[config.mk]
export PLATFORM = sky130hd
export DESIGN_NAME = eip_top
export DESIGN_NICKNAME = d
export VERILOG_FILES = /design/src/design/eip_pkg.sv /design/src/design/eip_top.sv
export SDC_FILE = /design/constraint.sdc
export NUM_CORES = 1
export LEC_CHECK = 0
export BUFFER_PORTS_ARGS = -buffer_cell sky130_fd_sc_hd__buf_2
export CORE_MARGIN = 2
export CORE_UTILIZATION = 29
export CTS_CLUSTER_SIZE = 20
export DETAILED_ROUTE_END_ITERATION = 7
export PLACE_DENSITY_LB_ADDON = 0.2
export SYNTH_ARGS = -nofsm -noshare
export SYNTH_HDL_FRONTEND = slang
export SYNTH_SLANG_ARGS = --single-unit
[constraint.sdc]
create_clock -name sys_clk -period 1.7 [get_ports sys_clk]
set_input_delay 0.085 -clock sys_clk [delete_from_list [all_inputs] [get_ports sys_clk]]
set_output_delay 0.085 -clock sys_clk [all_outputs]
set_load 0.05 [all_outputs]
[src/design/eip_pkg.sv]
// constants and types for the external interrupt pin unit
package eip_pkg;

  // ------------------------------------------------------------
  // register map (byte addresses, one word each)
  // ------------------------------------------------------------
  localparam logic [11:0] EIP_STATUS_CONTROL_ADDR = 12'h000;
  localparam logic [11:0] EIP_SECOND_CONFIG_ADDR  = 12'h004;
  localparam logic [11:0] EIP_PORT_A_DATA_ADDR    = 12'h008;

  // ------------------------------------------------------------
  // field positions
  // ------------------------------------------------------------
  localparam int EIP_MODE_BIT    = 0;
  localparam int EIP_MASK_BIT    = 1;
  localparam int EIP_ACK_BIT     = 2;
  localparam int EIP_FLAG_BIT    = 3;
  localparam int EIP_ENABLE_BIT  = 0;
  localparam int EIP_PUD_BIT     = 1;
  localparam int EIP_PIN_PORT_A  = 2;

  // ------------------------------------------------------------
  // reset values
  // ------------------------------------------------------------
  localparam logic EIP_MODE_RESET   = 1'b0;
  localparam logic EIP_MASK_RESET   = 1'b0;
  localparam logic EIP_ENABLE_RESET = 1'b0;
  localparam logic EIP_PUD_RESET    = 1'b0;

  // ------------------------------------------------------------
  // bus encodings
  // ------------------------------------------------------------
  localparam logic [1:0]  EIP_HTRANS_NONSEQ = 2'h2;
  localparam logic        EIP_HRESP_OKAY    = 1'b0;
  localparam logic [31:0] EIP_READ_ZERO     = 32'h0000_0000;

  // captured address phase of one bus transfer
  typedef struct packed {
    logic        valid;
    logic        write;
    logic [11:0] addr;
  } eip_bus_cmd_type;

endpackage

[src/design/eip_top.sv]
// external interrupt pin unit: pin latch, control registers, ahb-lite slave
`timescale 1ns/1ps
`default_nettype none

module eip_top
  import eip_pkg::*;
#(
  parameter int ADDR_W = 12
) (
  // clock and reset
  input  wire logic              sys_clk,
  input  wire logic              rst,
  // ahb-lite slave
  input  wire logic              hsel,
  input  wire logic [ADDR_W-1:0] haddr,
  input  wire logic [1:0]        htrans,
  input  wire logic              hwrite,
  input  wire logic [2:0]        hsize,
  input  wire logic [31:0]       hwdata,
  input  wire logic              hready,
  output logic                   hreadyout,
  output logic                   hresp,
  output logic [31:0]            hrdata,
  // interrupt pin and port a
  input  wire logic              irq_pin_n,
  input  wire logic [7:0]        port_a_bit_in,
  output logic                   pin_pullup_enable,
  output logic                   pin_is_interrupt,
  output logic                   branch_pin_level,
  // processor side
  input  wire logic              vector_fetch_ack,
  input  wire logic              break_state,
  input  wire logic              break_clear_enable,
  output logic                   irq_request,
  output logic                   wake_request
);
  import eip_pkg::*;

  // ------------------------------------------------------------
  // elaboration checks
  // ------------------------------------------------------------
  if (ADDR_W < 12) begin : g_addr_check
    $error("eip_top: ADDR_W must be at least 12");
  end

  // ------------------------------------------------------------
  // state
  // ------------------------------------------------------------
  logic            pin_meta_reg;
  logic            pin_sync_reg;
  logic            pin_prev_reg;
  logic            latch_reg;
  logic            latch_next;
  logic            ack_seen_reg;
  logic            ack_seen_next;
  logic            mode_reg;
  logic            mask_reg;
  logic            enable_reg;
  logic            pud_reg;
  logic [31:0]     hrdata_reg;
  logic [31:0]     read_value;
  eip_bus_cmd_type cmd_reg;
  logic            fall_seen;
  logic            pin_low;
  logic            trigger;
  logic            sw_write_ctl;
  logic            sw_ack;
  logic            status_frozen;
  logic            any_ack;

  // ------------------------------------------------------------
  // pin synchroniser and edge detect
  // ------------------------------------------------------------
  always_ff @(posedge sys_clk) begin
    if (rst) begin
      pin_meta_reg <= 1'b1;
      pin_sync_reg <= 1'b1;
      pin_prev_reg <= 1'b1;
    end else begin
      pin_meta_reg <= irq_pin_n;
      pin_sync_reg <= pin_meta_reg;
      pin_prev_reg <= pin_sync_reg;
    end
  end

  assign pin_low   = ~pin_sync_reg;
  assign fall_seen = pin_prev_reg & ~pin_sync_reg;
  // the unit looks at the pin only when the function owns it
  assign trigger   = enable_reg & (fall_seen | (mode_reg & pin_low));

  // ------------------------------------------------------------
  // acknowledge sources
  // ------------------------------------------------------------
  assign sw_write_ctl  = cmd_reg.valid & cmd_reg.write
                         & (cmd_reg.addr == EIP_STATUS_CONTROL_ADDR);
  // status is protected during break unless clearing is allowed
  assign status_frozen = break_state & ~break_clear_enable;
  assign sw_ack        = sw_write_ctl & hwdata[EIP_ACK_BIT]
                         & ~status_frozen;
  assign any_ack       = vector_fetch_ack | sw_ack;

  // ------------------------------------------------------------
  // request latch
  // ------------------------------------------------------------
  always_comb begin
    latch_next    = latch_reg;
    ack_seen_next = ack_seen_reg;
    if (trigger & fall_seen) begin
      // a new edge wins over any clear in the same cycle
      latch_next    = 1'b1;
      ack_seen_next = 1'b0;
    end else if (trigger & ~latch_reg) begin
      latch_next    = 1'b1;
    end else if (!mode_reg) begin
      if (any_ack) begin
        latch_next    = 1'b0;
      end
      ack_seen_next = 1'b0;
    end else begin
      // two-step clear: acknowledge and pin high, in either order
      if (latch_reg & (any_ack | ack_seen_reg) & ~pin_low & ~status_frozen) begin
        latch_next    = 1'b0;
        ack_seen_next = 1'b0;
      end else if (latch_reg & any_ack) begin
        ack_seen_next = 1'b1;
      end
    end
  end

  always_ff @(posedge sys_clk) begin
    if (rst) begin
      latch_reg    <= 1'b0;
      ack_seen_reg <= 1'b0;
    end else begin
      latch_reg    <= latch_next;
      ack_seen_reg <= ack_seen_next;
    end
  end

  // ------------------------------------------------------------
  // control bits
  // ------------------------------------------------------------
  always_ff @(posedge sys_clk) begin
    if (rst) begin
      mode_reg <= EIP_MODE_RESET;
      mask_reg <= EIP_MASK_RESET;
    end else if (sw_write_ctl) begin
      mode_reg <= hwdata[EIP_MODE_BIT];
      mask_reg <= hwdata[EIP_MASK_BIT];
    end
  end

  always_ff @(posedge sys_clk) begin
    if (rst) begin
      enable_reg <= EIP_ENABLE_RESET;
      pud_reg    <= EIP_PUD_RESET;
    end else if (cmd_reg.valid & cmd_reg.write
                 & (cmd_reg.addr == EIP_SECOND_CONFIG_ADDR)) begin
      enable_reg <= hwdata[EIP_ENABLE_BIT];
      pud_reg    <= hwdata[EIP_PUD_BIT];
    end
  end

  // ------------------------------------------------------------
  // outputs towards processor and pin
  // ------------------------------------------------------------
  // the request path has no clock gating, so it keeps working in wait and stop
  assign irq_request       = latch_reg & ~mask_reg;
  assign wake_request      = latch_reg & ~mask_reg;
  assign pin_is_interrupt  = enable_reg;
  assign pin_pullup_enable = ~pud_reg;
  assign branch_pin_level  = enable_reg ? pin_sync_reg : 1'b1;

  // ------------------------------------------------------------
  // ahb-lite slave: zero wait, read data registered at address phase
  // ------------------------------------------------------------
  always_ff @(posedge sys_clk) begin
    if (rst) begin
      cmd_reg <= '0;
    end else if (hready) begin
      cmd_reg.valid <= hsel & (htrans == EIP_HTRANS_NONSEQ);
      cmd_reg.write <= hwrite;
      cmd_reg.addr  <= haddr[11:0];
    end else begin
      cmd_reg.valid <= 1'b0;
    end
  end

  always_comb begin
    read_value = EIP_READ_ZERO;
    if (haddr[11:0] == EIP_STATUS_CONTROL_ADDR) begin
      read_value[EIP_FLAG_BIT] = latch_reg;
      read_value[EIP_ACK_BIT]  = 1'b0;
      read_value[EIP_MASK_BIT] = mask_reg;
      read_value[EIP_MODE_BIT] = mode_reg;
    end else if (haddr[11:0] == EIP_SECOND_CONFIG_ADDR) begin
      read_value[EIP_ENABLE_BIT] = enable_reg;
      read_value[EIP_PUD_BIT]    = pud_reg;
    end else if (haddr[11:0] == EIP_PORT_A_DATA_ADDR) begin
      read_value[7:0] = port_a_bit_in;
      if (enable_reg) begin
        read_value[EIP_PIN_PORT_A] = 1'b0;
      end
    end
  end

  // unmapped addresses read zero and ignore writes
  always_ff @(posedge sys_clk) begin
    if (rst) begin
      hrdata_reg <= EIP_READ_ZERO;
    end else if (hready & hsel & (htrans == EIP_HTRANS_NONSEQ) & ~hwrite) begin
      hrdata_reg <= read_value;
    end
  end

  assign hrdata    = hrdata_reg;
  assign hreadyout = 1'b1;
  assign hresp     = EIP_HRESP_OKAY;
endmodule // eip_top

`default_nettype wire

* Word level (Yosys, flattened, before mapping)
Cells that the tools add are included.
Operators by class: eq/ne operators 6, mux-type cells 15, bitwise operators 32, reduce and logical (&&, ||, !) cells 7
Operator list (number):
- equality test 12 x 3 -> 1 bit (second input constant) | 2
- logical NOT 12 bit | 2
- AND 1 bit | 20
- equality test 12 x 4 -> 1 bit (second input constant) | 1
- two-way mux 1 bit | 10
- inverter 1 bit | 9
- two-way mux 4 bit | 2
- two-way mux 8 bit | 1
- two-way mux 6 bit | 1
- inequality test 4 x 1 -> 1 bit (second input constant) | 1
- AND reduction 2 bit | 2
- nonzero test 4 bit | 1
- OR reduction 2 bit | 2
- inequality test 3 x 1 -> 1 bit (second input constant) | 1
- OR 1 bit | 3
- equality test 2 bit (second input constant) | 1
- two-way mux 2 bit | 1
Storage, ports and cells: register bits 31, input port bits 66, output and inout bits 39

* Logic depth before layout (Yosys ltp)
depth after elaboration 13, gate-level depth with buffers 6

* Worst setup path before layout
No wires, ideal clock.
kind reg-to-output, start point register latch_reg, end point output wake_request, arrival time 1468 ps, required time 1615 ps, setup slack 147 ps, stages on the path, launching flop included 3, path through dfxtp_1 -> nor2b_1 -> buf_4
On the way: cells in the longest elaborated chain, start to end 1
Ends and longest elaborated chain:
- from (decl) | RTL line eip_top.sv:52 | logic latch_reg;
- from (signal assigned) | RTL line eip_top.sv:135 | latch_reg <= latch_next;
- AND 1 bit
- to (decl) | RTL line eip_top.sv:35 | output logic wake_request
No other way between the ends.

* Worst setup path in the final report
start point register cmd_reg[4] (netlist name), end point register latch_reg
On the way: cells in the longest elaborated chain, start to end 11
Ends and longest elaborated chain:
- from (decl) | RTL line eip_top.sv:62 | eip_bus_cmd_type cmd_reg;
- logical NOT 12 bit (*) | RTL line eip_top.sv:95 | & (cmd_reg.addr == EIP_STATUS_CONTROL_ADDR);
- AND 1 bit (*) | RTL line eip_top.sv:95
- AND 1 bit (*) | RTL line eip_top.sv:98 | assign sw_ack = sw_write_ctl & hwdata[EIP_ACK_BIT]
- AND 1 bit (*) | RTL line eip_top.sv:99 | & ~status_frozen;
- OR 1 bit (*) | RTL line eip_top.sv:100 | assign any_ack = vector_fetch_ack | sw_ack;
- OR 1 bit | RTL line eip_top.sv:121 | if (latch_reg & (any_ack | ack_seen_reg) & ~pin_low & ~status_frozen) begin
- AND 1 bit (3 in series) | RTL line eip_top.sv:121
- inequality test 4 x 1 -> 1 bit (no line)
- AND reduction 2 bit (no line) (*)
Every way passes the cells marked *; elsewhere a longest branch is shown, timed or not. A chain may end at the register's enable or synchronous reset.

==> flow_summary.toml <==
[run_status]
status = "completed"

[synthesis]
synth_area_um2 = 1500
synth_cell_types = 30
yosys-top-cells-area = "dfxtp_1 41%, buf_4 15%, mux2i_1 13%"
synth_seq_cells = 31
yosysTopAreaCell = "dfxtp_1"
synth_top_area_frac = 0.414
async_flop_share = 0
synth.yosys.seq_area_share = 0.414
synth_ff_type = "dfxtp_1"
synth_edf_count = 0
yosys.cell_count.top_type = "dfxtp_1"
synth_warnings = 0
synth_common_cells = "31 x dfxtp_1, 29 x buf_4, 23 x nor2_1, 20 x mux2i_1"
syn_avg_cell_area_um2 = 9.62
syn_inst = 156

[layout]
antennaDiodeCount = 0
nets = 270
num-fill-cells = 537
largest_register_ffs = 14
layout-area-overhead-vs-synth_pct = 20.4
layout-drive-gt1-share = 0.312

[detailed_routing]
via_count = 1121
drt_first_pass_iters = 4
detail-route-antenna-nets = 0
routed_via_density = 4.08
remaining_drc_errors = 0
drt-initial-drc-count = 29
routed_wl_mm = 3.06
wl_per_cell_um = 11.1

[worst_setup_path]
required_ps = 1860
crit_chain = "nor4_4, nand4_2, o2111ai_1, a31oi_1"
path_delay_family = "simple AND/OR/NAND/NOR gates"
critPathBufInv = 0
critPathLaunchType = "flip-flop"
cp.depth = 4
critPathMaxFanout = 4
reg2reg_depth = 4
cp_data_arrival_time_ps = 1520
worstSetupEndpointType = "flip-flop"
cpPeakStageDelay_ps = 330
cp_slowest_cell = "dfxtp_1"
crit_type = "flip-flop to flip-flop"

[clocking]
root_buffer = "clkbuf_8"
path_clk_slew_ps = 60
cts.path.max_buffers = 2
h-tree-depth = 2
cts_setup_buffers = 0
clock_latency_ps = 280
numCtsBuffers = 5
clkSinkCount = 31
tritoncts = "done"
cts_resized = 0

[pwr]
p_per_area_nw_per_um2 = 921
clkPwrFrac = 0.382
p_leak_nw = 0.861
ir_drop_mv = 0.407
swShare = 0.284
power_frac_seq = 0.460
power.switching_mw = 0.473
internal-power_mw = 1.19
p_comb_frac = 0.159

[global_routing]
grt_max_degree = 15
grt_usage = 0.112
use_met2 = 0.161
met1_usage = 0.149
first_global_vias = 1094
grt_use_met3 = 0.0452
overflow = 0
grt_pass1_wl_mm = 5.12
antenna_found_initial = 0
busiest_layer = "met2"

[place]
pre_cts_ws_ps = 322
port_buffers = 46
globalplace.congestion = 0.692
place_hpwl_mm = 2.36

[sta]
fmax_mhz = 735
worst_slack_ps = 339
rsz0062_at_grt = "no"
fin_skew_ps = 1.38
finalCriticalPeriod_ps = 1360
period_share = 0.801
finalMaxSlewViolations = 0
setup_violations = 0
final.setup.tns_ps = 0
finalHoldViolCount = 0

[min_path]
whs_path_depth = 2
hold_path_class = "primary input to flip-flop"

[die]
initial_core_util = 0.298
die_x_um = 75.9
ios = 105
row_count = 26
core_area_um2 = 5040
die_h_um = 75.9
dieArea_um2 = 5760

[flow_run]
cap_violations = 0
[metrics by stage]
stage	util	area (um^2)	hold slack [ps]	total power, mW	instances
final	0.358	1810	39.8	1.66	275
after global routing	0.358	1810	37.7	1.75	275
after CTS	0.358	1810	31.3	1.69	275
after detailed placement	0.336	1700	269	1.04	266
after global placement	0.336	1700	268	1.04	266
after floorplan	-	1590	189	1.03	180
[cell type report]
type                       count  area (um^2)  area share
inverter                       3         11.3     0.00623
tap                           70         87.6      0.0485
multi-input combinational    113          724       0.401
timing repair buffer          50          263       0.145
sequential                    31          621       0.343
clock buffer                   8          100      0.0554
[cell usage in the layout (no fill, tap or decap)]
| cell | instances |
|---|---|
| a22o_1 | 3 |
| buf_4 | 3 |
| a21boi_0 | 1 |
| and3b_1 | 1 |
| nand4_2 | 1 |
| o21ai_0 | 3 |
| dlygate4sd3_1 | 1 |
| nand2b_1 | 1 |
| nor2b_1 | 5 |
| or2_2 | 3 |
| mux2i_1 | 20 |
| nand4b_1 | 2 |
| nor3_2 | 1 |
| and4_1 | 1 |
| a31oi_1 | 1 |
| conb_1 | 26 |
| nor4_4 | 2 |
| o2111ai_1 | 1 |
| and4_2 | 1 |
| clkbuf_1 | 1 |
| dfxtp_1 | 31 |
| o21a_1 | 1 |
| nor2_1 | 23 |
| nor3_1 | 2 |
| clkbuf_8 | 7 |
| nand3_1 | 1 |
| nor4_1 | 2 |
| buf_2 | 46 |
| a32o_1 | 5 |
| and3_1 | 1 |
| nand2_1 | 5 |
| inv_1 | 3 |
[per-layer routing]
metal,wire length [um],vias up,part of all wire
met5,0,-,0
met4,61,0,0.020
met3,250,8,0.082
met2,1260,47,0.41
met1,1490,486,0.49
li1,-,580,-
[what timing repair did]
item                                    in CTS  in global routing
endpoints found under the setup margin       0                  0
hold buffers                                 1                  0
hold endpoints to repair                     1                  0
[worst reg2reg max path, stage by stage (launching register included)]
cell	delay (ps)
dfxtp_1	330
nor4_4	330
nand4_2	230
o2111ai_1	260
a31oi_1	100
[cell families after synthesis]
group	count (synthesis)	share of synthesized area
and+or+nand+nor	52	0.204
buffers and inverters	36	0.163
DFF	31	0.414
muxes	20	0.133
AOI/OAI and AO/OA	15	0.0809
other	2	0.00501
[final timing paths]
check | from | endpoint | slack (ps)
worst max register to register | cmd_reg[4] | latch_reg | 340
worst max-delay path | cmd_reg[4] | latch_reg | 340
worst min register to register | pin_meta_reg | pin_sync_reg | 410
worst min-delay path | port_a_bit_in[5] | hrdata[5] | 40
[power by group through the flow]
stage / sequential [mW] / clock (mW) / combinational [mW]
5_1_grt: 0.767 / 0.697 / 0.284
4_1_cts: 0.764 / 0.664 / 0.266
2_1_floorplan: 0.778 / 0 / 0.249
3_3_place_gp: 0.781 / 0 / 0.263
6_report: 0.764 / 0.635 / 0.264
3_5_place_dp: 0.781 / 0 / 0.264
Power figures use the tool's default switching activity.
